`config.mk`:
```
export PLATFORM = sky130hd
export DESIGN_NAME = csbs_chip_select
export DESIGN_NICKNAME = d
export VERILOG_FILES = /design/src/verilog/csbs_pkg.sv /design/src/verilog/csbs_chip_select.sv
export SDC_FILE = /design/constraint.sdc
export NUM_CORES = 1
export LEC_CHECK = 0
export ABC_AREA = 1
export BUFFER_PORTS_ARGS = -buffer_cell sky130_fd_sc_hd__buf_4
export CORE_MARGIN = 2
export CORE_UTILIZATION = 47
export CTS_CLUSTER_DIAMETER = 100
export DETAILED_ROUTE_END_ITERATION = 16
export PLACE_DENSITY = 0.9
export SLEW_MARGIN = 30
export SYNTH_ARGS = -nofsm -noshare
export SYNTH_HDL_FRONTEND = slang
export SYNTH_SLANG_ARGS = --single-unit
```
`constraint.sdc`:
```
create_clock -name clk_in -period 1.65 [get_ports clk_in]
set_input_delay 0.2475 -clock clk_in [delete_from_list [all_inputs] [get_ports clk_in]]
set_output_delay 0.2475 -clock clk_in [all_outputs]
set_load 0.01 [all_outputs]
```
`src/verilog/csbs_pkg.sv`:
```
package csbs_pkg;
	// port size encodings from the pin assignment field
	localparam logic [1:0] CSBS_PORT_8 = 2'h2;
	localparam logic [1:0] CSBS_PORT_16 = 2'h3;
	// lane select encodings
	localparam logic [1:0] CSBS_LANE_OFF = 2'h0;
	localparam logic [1:0] CSBS_LANE_LO = 2'h1;
	localparam logic [1:0] CSBS_LANE_HI = 2'h2;
	localparam logic [1:0] CSBS_LANE_ANY = 2'h3;
	// wait-state field special values
	localparam logic [3:0] CSBS_WAIT_FAST = 4'hE;
	localparam logic [3:0] CSBS_WAIT_EXT = 4'hF;
	// strobe select: address strobe or data strobe timing
	localparam logic CSBS_STROBE_SELECT_AS = 1'b0;
	// region kind: cpu space
	localparam logic [1:0] CSBS_REGION_CPU = 2'h0;
	localparam logic [2:0] CSBS_FC_CPU = 3'h7;
	localparam logic [3:0] CSBS_IACK_TYPE = 4'hF;
	localparam logic [2:0] CSBS_IPL_ANY = 3'h0;
	// xfer_width codes
	localparam logic [1:0] CSBS_SIZ_BYTE = 2'h1;
	// rw option: 1 = read only, 2 = write only, 3 = both
	localparam logic [1:0] CSBS_RW_READ = 2'h1;
	localparam logic [1:0] CSBS_RW_WRITE = 2'h2;
	// base field compares ADDR[23:11]
	localparam int CSBS_BASE_LSB = 11;
	localparam int CSBS_ADDR_W = 24;
	localparam int CSBS_BASE_W = 13;
	typedef enum logic [2:0] {
		CSBS_S_IDLE = 3'b000,
		CSBS_S_ADDR = 3'b001,
		CSBS_S_WAIT = 3'b010,
		CSBS_S_ACK = 3'b011,
		CSBS_S_END = 3'b100
	} csbs_state_e;
endpackage

```
`src/verilog/csbs_chip_select.sv`:
```
`timescale 1ns/1ps
// Function
// - after programmed waits assert size_ack_hi for 8-bit, size_ack_lo for 16-bit port
// - decode xfer_width to find which data byte lanes a transfer uses
// - on 16-bit ports qualify chip select with lane_select_field
// - lane 00 off, 01 lsb zero, 10 lsb one, 11 either byte
// - wait field 1110 runs a two-clock fast-termination transfer
// - fast cycles skip S2 and S3, acknowledge generated internally
// - fast cycles assert data_strobe on reads only, never on writes
// - fast read S0 presents address, func_code, xfer_width, read_write high
// - fast read S1 asserts both strobes; decode picks upper, lower or both lanes
// - fast read S5 negates strobes; address and controls stay valid
// - fast write S0 read_write low; S1 valid_strobe, decode includes valid_strobe
// - fast write S4 data valid, peripheral latches, acknowledge raised internally
// - fast write S5 negates valid_strobe; address, data, controls stay valid
// - interrupt acknowledge selects only when level matches, or field is 000
// - iack recognised by func_code 111, type 1111, other lines one
// - auto_vector or acknowledge only for external request-pin interrupts
// - each wait state one clock from S3; zero waits gives three clocks
// - wait field 1111 selects external termination, no internal acknowledge except auto_vector on an autovectored iack
module csbs_chip_select (
	// clock and reset
	input wire logic clk_in,
	input wire logic reset_n_in,
	// bus master request
	input wire logic cycle_start_in,
	input wire logic [csbs_pkg::CSBS_ADDR_W-1:0] addr_in,
	input wire logic [2:0] func_code_in,
	input wire logic [1:0] xfer_width_in,
	input wire logic read_write_in,
	input wire logic irq_external_in,
	input wire logic ext_size_ack_in,
	// chip-select configuration
	input wire logic cs_enable_in,
	input wire logic [1:0] port_size_in,
	input wire logic [csbs_pkg::CSBS_BASE_W-1:0] base_field_in,
	input wire logic [1:0] region_kind_sel_in,
	input wire logic [1:0] rw_option_in,
	input wire logic [1:0] lane_select_field_in,
	input wire logic strobe_select_in,
	input wire logic [3:0] wait_field_in,
	input wire logic [2:0] irq_level_field_in,
	input wire logic auto_vector_en_in,
	// bus outputs
	output logic [csbs_pkg::CSBS_ADDR_W-1:0] bus_addr_out,
	output logic [2:0] bus_func_code_out,
	output logic [1:0] bus_xfer_width_out,
	output logic bus_read_write_out,
	output logic valid_strobe_out,
	output logic data_strobe_out,
	output logic chip_select_n_out,
	output logic lane_hi_out,
	output logic lane_lo_out,
	output logic size_ack_hi_out,
	output logic size_ack_lo_out,
	output logic auto_vector_out,
	output logic cycle_done_out
);
	import csbs_pkg::*;

	// ==========================================
	// request capture
	csbs_state_e state;
	logic [3:0] wait_cnt;
	logic is_fast;
	logic is_ext;
	logic sel;
	logic iack;
	logic lane_hi;
	logic lane_lo;
	logic next_sel;
	logic next_iack;
	logic next_lane_hi;
	logic next_lane_lo;
	logic lane_ok;
	logic rw_ok;
	logic space_ok;

	// ==========================================
	// match decode
	always_comb begin
		// byte accesses use one lane, wider ones both
		if (xfer_width_in == CSBS_SIZ_BYTE) begin
			// lsb zero is the lower byte lane
			next_lane_hi = addr_in[0];
			next_lane_lo = ~addr_in[0];
		end else begin
			next_lane_hi = 1'b1;
			next_lane_lo = 1'b1;
		end
		// lsb qualification only on 16-bit ports; field 00 disables select on every port
		case (lane_select_field_in)
			CSBS_LANE_OFF: lane_ok = 1'b0;
			CSBS_LANE_LO: lane_ok = (port_size_in != CSBS_PORT_16) | ~addr_in[0];
			CSBS_LANE_HI: lane_ok = (port_size_in != CSBS_PORT_16) | addr_in[0];
			default: lane_ok = 1'b1;
		endcase
		// iack decode
		next_iack = (func_code_in == CSBS_FC_CPU) && (addr_in[19:16] == CSBS_IACK_TYPE)
			&& (&addr_in[CSBS_ADDR_W-1:20]) && (&addr_in[15:4]) && addr_in[0];
		if (read_write_in) begin
			rw_ok = rw_option_in[0];
		end else begin
			rw_ok = rw_option_in[1];
		end
		space_ok = (region_kind_sel_in == CSBS_REGION_CPU) == (func_code_in == CSBS_FC_CPU);
		// level match, zero matches any level
		if (next_iack) begin
			space_ok = space_ok && irq_external_in && ((irq_level_field_in == CSBS_IPL_ANY)
				|| (irq_level_field_in == addr_in[3:1]));
		end
		next_sel = cs_enable_in && lane_ok && rw_ok && space_ok
			&& (addr_in[CSBS_ADDR_W-1:CSBS_BASE_LSB] == base_field_in);
	end

	assign is_fast = (wait_field_in == CSBS_WAIT_FAST) || (iack && auto_vector_en_in);
	assign is_ext = (wait_field_in == CSBS_WAIT_EXT) && !(iack && auto_vector_en_in);

	// ==========================================
	// bus state sequence: S0 addr, S1 strobes, S2-S3 and waits, S4 ack, S5 end
	always_ff @(posedge clk_in or negedge reset_n_in) begin
		if (!reset_n_in) begin
			state <= CSBS_S_IDLE;
			wait_cnt <= 4'h0;
		end else begin
			case (state)
				CSBS_S_IDLE: begin
					if (cycle_start_in) begin
						state <= CSBS_S_ADDR;
					end
				end
				CSBS_S_ADDR: begin
					wait_cnt <= wait_field_in;
					// fast cycles drop S2 and S3
					if (sel && is_fast) begin
						state <= CSBS_S_ACK;
					end else begin
						state <= CSBS_S_WAIT;
					end
				end
				CSBS_S_WAIT: begin
					// one clock per wait state from S3
					if (ext_size_ack_in) begin
						state <= CSBS_S_ACK;
					end else if (sel && !is_ext && wait_cnt == 4'h0) begin
						state <= CSBS_S_ACK;
					end else if (wait_cnt != 4'h0) begin
						wait_cnt <= wait_cnt - 4'h1;
					end
				end
				CSBS_S_ACK: state <= CSBS_S_END;
				CSBS_S_END: state <= CSBS_S_IDLE;
				default: state <= CSBS_S_IDLE;
			endcase
		end
	end

	// ==========================================
	// address phase hold; stays valid through S5
	always_ff @(posedge clk_in or negedge reset_n_in) begin
		if (!reset_n_in) begin
			bus_addr_out <= '0;
			bus_func_code_out <= 3'h0;
			bus_xfer_width_out <= 2'h0;
			bus_read_write_out <= 1'b1;
			sel <= 1'b0;
			iack <= 1'b0;
			lane_hi <= 1'b0;
			lane_lo <= 1'b0;
		end else if (state == CSBS_S_IDLE && cycle_start_in) begin
			// read_write low on writes
			bus_addr_out <= addr_in;
			bus_func_code_out <= func_code_in;
			bus_xfer_width_out <= xfer_width_in;
			bus_read_write_out <= read_write_in;
			sel <= next_sel;
			iack <= next_iack;
			lane_hi <= next_lane_hi;
			lane_lo <= next_lane_lo;
		end
	end

	// ==========================================
	// strobes
	logic in_strobe;
	assign in_strobe = (state == CSBS_S_ADDR) || (state == CSBS_S_WAIT) || (state == CSBS_S_ACK);
	always_ff @(posedge clk_in or negedge reset_n_in) begin
		if (!reset_n_in) begin
			valid_strobe_out <= 1'b0;
			data_strobe_out <= 1'b0;
		end else begin
			// asserted S1..S4, negated in S5
			valid_strobe_out <= (state == CSBS_S_IDLE && cycle_start_in)
				|| (in_strobe && state != CSBS_S_ACK);
			// data strobe on reads only
			// start term uses the live request, the held copy is still the old cycle's
			data_strobe_out <= (state == CSBS_S_IDLE && cycle_start_in && read_write_in)
				|| (bus_read_write_out && in_strobe && state != CSBS_S_ACK);
		end
	end

	// chip select timed to chosen strobe; writes only with address strobe
	// decode includes valid_strobe on writes
	assign chip_select_n_out = !(sel && (strobe_select_in == CSBS_STROBE_SELECT_AS ? valid_strobe_out
		: data_strobe_out));
	assign lane_hi_out = sel && lane_hi && valid_strobe_out;
	assign lane_lo_out = sel && lane_lo && valid_strobe_out;

	// ==========================================
	// internal acknowledge in S4
	logic int_ack;
	assign int_ack = (state == CSBS_S_ACK) && sel && !is_ext;
	assign size_ack_hi_out = int_ack && !(iack && auto_vector_en_in)
		&& (port_size_in == CSBS_PORT_8);
	assign size_ack_lo_out = int_ack && !(iack && auto_vector_en_in)
		&& (port_size_in == CSBS_PORT_16);
	assign auto_vector_out = int_ack && iack && auto_vector_en_in;
	assign cycle_done_out = (state == CSBS_S_END);

	// ==========================================
	// wait length check
	// counts wait clocks so the check does not need a long repetition
	logic [4:0] wait_seen;
	always_ff @(posedge clk_in or negedge reset_n_in) begin
		if (!reset_n_in) begin
			wait_seen <= 5'h0;
		end else if (state == CSBS_S_ADDR) begin
			wait_seen <= 5'h0;
		end else if (state == CSBS_S_WAIT) begin
			wait_seen <= wait_seen + 5'h1;
		end
	end
endmodule

```
==> results of run 1 <==
==> final cells by class <==
| cell class | count | area, µm² | share of cell area [%] |
|---|---|---|---|
| Tap cell | 67 | 83.83 | 2.494 |
| Multi-Input combinational cell | 218 | 1096 | 32.61 |
| Sequential cell | 43 | 1079 | 32.09 |
| Clock inverter | 1 | 5.005 | 0.1489 |
| Timing Repair Buffer | 116 | 877.1 | 26.10 |
| Inverter | 36 | 137.6 | 4.095 |
| Clock buffer | 6 | 82.58 | 2.457 |
==> registers in the layout (all words and copies together), names as in the netlist, 2 cells and up <==
name / flops
bus_addr_out: 24
bus_xfer_width_out: 2
state: 3
wait_cnt: 4
bus_func_code_out: 3
==> stage by stage <==
stage                     cells  setup slack [ps]
after floorplan             303             300.9
after global placement      471             200.7
after detailed placement    471             168.0
after CTS                   486            -4.472
after global routing        487            -158.2
final                       487            -85.57
==> power by group <==
group	switching (µW)	internal [µW]	total, µW
clock	327	328	655
sequential	302	1550	1850
combinational	1280	1070	2350
==> worst max-delay path, stage by stage (launching register included) <==
cell and delay, ps:
dfrtp_1 380, nand2_1 100, nand4_1 100, nand2_1 70, nor2_2 130, nand2_2 90, nor3b_2 170, buf_4 150
==> routing by layer <==
metal  vias up  track usage, %  wire length, µm
met3        11           3.930              327
met1      1091           27.58             2610
met5         -               0                0
li1       1180               -                -
met2        78           46.73             3527
met4         0           6.548               87
==> cell usage in the layout (no fill, tap or decap), types with 4 or more instances in the layout <==
master,netlist,final
xor2_1,6,6
nand2_1,127,126
nor2_1,17,16
nand4_1,6,6
xnor2_1,7,7
buf_4,2,114
dfrtp_1,42,41
o21ai_1,4,4
nand3_1,9,7
nor3_1,4,4
o21ai_0,15,15
ha_1,4,4
clkbuf_8,0,6
inv_1,34,33
==> worst paths after layout <==
| check | end | slack (ps) | cells after the start |
|---|---|---|---|
| setup / recovery | size_ack_hi_out | -90 | 7 |
| hold / removal | bus_func_code_out[1] | 160 | 3 |
| setup reg to reg | data_strobe_out | 110 | 6 |
| hold reg to reg | bus_addr_out[17] | 490 | 2 |
| max in group asynchronous | state[1] | 790 | 2 |
| min in group asynchronous | state[2] | 480 | 2 |
==> timing repair <==
item                                   4_1_cts  5_1_grt
setup buffers                                7        1
pin swaps                                    4        1
hold buffers                                 1        0
resized for setup                            2        7
endpoints found under the hold margin       42        0
setup endpoints to repair                    2        6
==> logic make-up after synthesis <==
logic type,Yosys count
AND/OR/NAND/NOR,172
flip-flops,43
buffers and inverters,42
AO/OA/AOI/OAI,27
XOR/XNOR,13
adder cells (fa/ha/maj),4
multiplexers,2
==> metrics.yaml, run 1 <==
run_status:
  status: "finished, violations left"
  failed_checks: "negative setup slack"
global_route:
  grt_overflow: 0
  grt_usage_pct: 24.23
  grt_pass1_vias: 2303
  antenna_found_initial: 0
  grt_pass1_wl_um: 10010
  grt_max_degree: 44
layout:
  layout-drive-gt1-share_pct: 33.33
  area_growth_pct: 44.56
  nNetsFinal: 490
  fillers: 400
  diodes: 0
  final_cell_area_um2: 3361
  final_util_pct: 70.68
die:
  die-width_um: 74.33
  die_h_um: 74.33
  initial_utilization_pct: 48.89
  io_pins: 105
  die_area_um2: 5525
  coreArea_um2: 4755
  floorplan.rows: 25
drt:
  routed-via-count: 2360
  drc: 0
  final_antenna_net_count: 0
  routed_wl_um: 6552
  drt_iter0_markers: 149
  vias_per_cell: 4.846
  wl_per_cell_um: 13.45
  first_pass_iters: 4
clock_tree:
  clk_path_buf_depth: 2
  clock-sinks: 43
  ctsHtreeMaxLevel: 2
  cts_tree: "built"
  root_buffer: "clkbuf_8"
  numCtsBuffers: 5
  clk_latency_ps: 280
  clk_pin_slew_ps: 80
critical_path:
  crit_path_start_kind: "register"
  arrival_ps: 1490
  worstPathRequired_ps: 1400
  critPathLaunch: "iack"
  regToRegStartpoint: "state[2]"
  crit_type: "register to output port"
  path_max_fanout: 2
  critPathCaptureType: "output port"
sta:
  fin_crit_ps: 1736
  slew_headroom_pct: 64.54
  whs_ps: 155.9
  grt_setup_unrepaired: "true"
  final_max_slew_viol_count: 0
  skew_ps: 6.934
  period_share_pct: 105.2
  hold_violations: 0
  fin_setup_tns_ps: -92.60
  max_freq_mhz: 576.2
  tightest_slew_ps: 531.9
  setup_viol: 2
  finalWorstSetupSlack_ps: -85.57
synthesis:
  muxShareOfSynthArea_pct: 0.9150
  synth_compound_area_share_pct: 6.459
  synth.distinct_cells: 32
  ys_warn_count: 0
  yosysTopAreaCell: "dfrtp_1"
  synthSimpleGateAreaFrac_pct: 31.86
  synth_top_area_share_pct: 45.21
  syn-instance-count: 303
  syn_area_um2: 2325
  synth_ff_type: "dfrtp_1"
  synth_top_family_by_area: "simple AND/OR/NAND/NOR gates"
  synthAdderAreaFrac_pct: 2.153
  synth_area_leaders: "dfrtp_1 45%, nand2_1 21%, inv_1 5.5%"
  synth-xor-area-share_pct: 4.898
  ys_seq_elements: 43
  synthArstFlopShare_pct: 100.0
  synth_edf_count: 0
  syn_area_per_cell_um2: 7.672
  yosysMostFrequentCell: "nand2_1"
  syn_nets: 373
  synth_common_cells: "127 x nand2_1, 42 x dfrtp_1, 34 x inv_1"
  ys_seq_area_share_pct: 46.34
power:
  p_per_area_nw_per_um2: 1445
  finalPower_uw: 4856
  p_leak_uw: 0.001861
  vdd_ir_drop_max_mv: 0.7716
placement:
  gp_congestion: 0.8213
  numPortBuffers: 104
  dp_hpwl_um: 5095
  place_area_um2: 3177
hold_path:
  hold_path.startpoint: "func_code_in[1]"
  hold_class: "primary input to register"
job:
  maxCapViolCount: 0
(Power assumes the default switching activity.)
==> run 2: changes to the inputs <==
--- a/config.mk
+++ b/config.mk
@@ -11,7 +11,7 @@
 export CORE_UTILIZATION = 47
 export CTS_CLUSTER_DIAMETER = 100
 export DETAILED_ROUTE_END_ITERATION = 16
-export PLACE_DENSITY = 0.9
+export PLACE_DENSITY = 0.78
 export SLEW_MARGIN = 30
 export SYNTH_ARGS = -nofsm -noshare
 export SYNTH_HDL_FRONTEND = slang
==> run 2 against run 1 <==
The flow now finishes without violations. Worst setup slack better by 91 ps. Hold slack worse by 4.0 ps. Largest power group unchanged. Largest cell class unchanged. Sequential power hardly changed.
==> metrics.yaml, run 2 (synthesis results as in run 1) <==
run_status:
  status: "complete, no violations"
placement:
  dp.cells: 471  # unchanged
  dp_hpwl_um: 5032  # -1.2%
  numPortBuffers: 104  # unchanged
  gp_congestion: 0.8677  # +5.6%
critical_path:
  crit_type: "register to output port"
  regToRegStartpoint: "state[2]"
  crit_path_start_kind: "register"
  critPathCaptureType: "output port"
  path_max_fanout: 3  # +1
  critPathLaunch: "iack"
  arrival_ps: 1400  # -90 ps
  worstPathRequired_ps: 1400  # about the same
global_route:
  grt_pass1_wl_um: 10490  # +4.8%
  grt_overflow: 0  # unchanged
  grt_pass1_vias: 2395  # +4.0%
  grt_max_degree: 44  # unchanged
  grt_usage_pct: 24.96  # +0.73 points
  antenna_found_initial: 0  # unchanged
layout:
  area_growth_pct: 44.89
  final_cell_mix: "124 x nand2_1, 113 x buf_4, 41 x dfrtp_1, 32 x inv_1, 16 x nor2_1"
  fillers: 402  # +0.50%
  largest_reg_flops: 24  # unchanged
  multiInputGateArea_um2: 1106  # +0.91%
  regMostFlops: "bus_addr_out"
  layout-drive-gt1-share_pct: 33.81  # +0.48 points
  reg_top3: "bus_addr_out: 24 flops, wait_cnt: 4 flops"
  final_common_cell: "nand2_1"
  seqCellArea_um2: 1079  # unchanged
  final_util_pct: 70.84  # +0.16 points
  nNetsFinal: 489  # -0.20%
  diodes: 0  # unchanged
  instances_no_fill: 487  # unchanged
sta:
  skew_ps: 5.656  # -1.278 ps
  final_max_slew_viol_count: 0  # unchanged
  hold_violations: 0  # unchanged
  max_freq_mhz: 608.0  # +5.5%
  grt_setup_unrepaired: "true"
  slew_headroom_pct: 63.64  # -0.90 points
  period_share_pct: 99.68  # -5.5 points
  tightest_slew_ps: 545.4  # +13.51 ps
  fin_crit_ps: 1645  # -90.89 ps
  setup_viol: 0  # -2
  whs_ps: 151.8  # -4.032 ps
  fin_setup_tns_ps: 0  # +92.60 ps
hold_path:
  hold_path.startpoint: "addr_in[9]"
  hold_class: "primary input to register"
drt:
  drt_iter0_markers: 63  # -58%
  wl_per_cell_um: 13.36  # -0.70%
  drc: 0  # unchanged
  top_layer: "met4"
  first_pass_iters: 4  # unchanged
  routed-via-count: 2363  # +0.13%
  wl_met1_um: 2711  # +3.9%
  routed_wl_um: 6506  # -0.70%
  routed-wl-met2_um: 3186  # -9.7%
  route.met3.wl_um: 456  # +39%
  final_antenna_net_count: 0  # unchanged
  vias_per_cell: 4.852  # +0.13%
job:
  maxCapViolCount: 0  # unchanged
die:
  die_h_um: 74.33  # unchanged
  initial_utilization_pct: 48.89  # unchanged
  coreArea_um2: 4755  # unchanged
  die-width_um: 74.33  # unchanged
  io_pins: 105  # unchanged
  floorplan.rows: 25  # unchanged
  die_area_um2: 5525  # unchanged
power:
  p_per_area_nw_per_um2: 1450  # +0.34%
  p_leak_uw: 0.001860  # about the same
  finalPower_uw: 4884  # +0.57%
  vdd_ir_drop_max_mv: 0.7599  # -1.5%
clock_tree:
  cts_tree: "built"
  clk_pin_slew_ps: 90  # about the same
  clock-sinks: 43  # unchanged
  numCtsBuffers: 5  # unchanged
  clk_latency_ps: 290  # about the same
  root_buffer: "clkbuf_8"
  clk_path_buf_depth: 2  # unchanged
  ctsHtreeMaxLevel: 2  # unchanged
## run 2: worst max-delay path: stages, from the launching register on
cell,delay (ps)
dfrtp_1,380
nand2_2,70
nand4_1,120
nand2_2,90
nor2_4,100
nand2_2,70
nor3b_2,150
buf_4,140
## run 2: worst paths after layout
kind,endpoint,slack (ps),cells past startpoint
max,size_ack_hi_out,5,7
min,bus_addr_out[9],150,3
max reg2reg,bus_addr_out[5],140,6
min reg2reg,bus_func_code_out[1],490,2
max in group asynchronous,state[1],770,2
min in group asynchronous,bus_addr_out[0],480,2
## run 2: metrics by stage
step,setup slack (ps),instance area [µm²]
after floorplan,300.9,2325
after detailed placement,158.5,3177
after global placement,202.5,3177
after global routing,-78.15,3368
after CTS,5.803,3322
final,5.325,3368
## run 2: routing by layer
layer	track usage [%]	vias up
met4	8.730	0
li1	-	1174
met3	6.640	13
met5	0	-
met2	44.15	83
met1	29.34	1093
## run 2: report_power, final
part / internal (µW) / total, µW / switching [µW] / leakage [µW]
clock network: 338 / 701 / 363 / 0.0000482
logic: 1050 / 2320 / 1260 / 0.00128
registers: 1550 / 1870 / 322 / 0.000529
## run 2: repair_timing
item	4_1_cts	5_1_grt
hold endpoints to repair	42	0
gates resized for setup	4	10
gates cloned	0	0
pin swaps	2	4
hold buffers	1	0
setup endpoints to repair	3	15
buffers inserted	4	3
## run 2: area by class of cell
class / instances / share of cell area [%]
Multi-Input combinational cell: 218 / 32.84
Sequential cell: 43 / 32.02
Timing Repair Buffer: 115 / 25.82
Clock buffer: 7 / 2.563
Clock inverter: 1 / 0.1486
Inverter: 36 / 4.123
Tap cell: 67 / 2.489
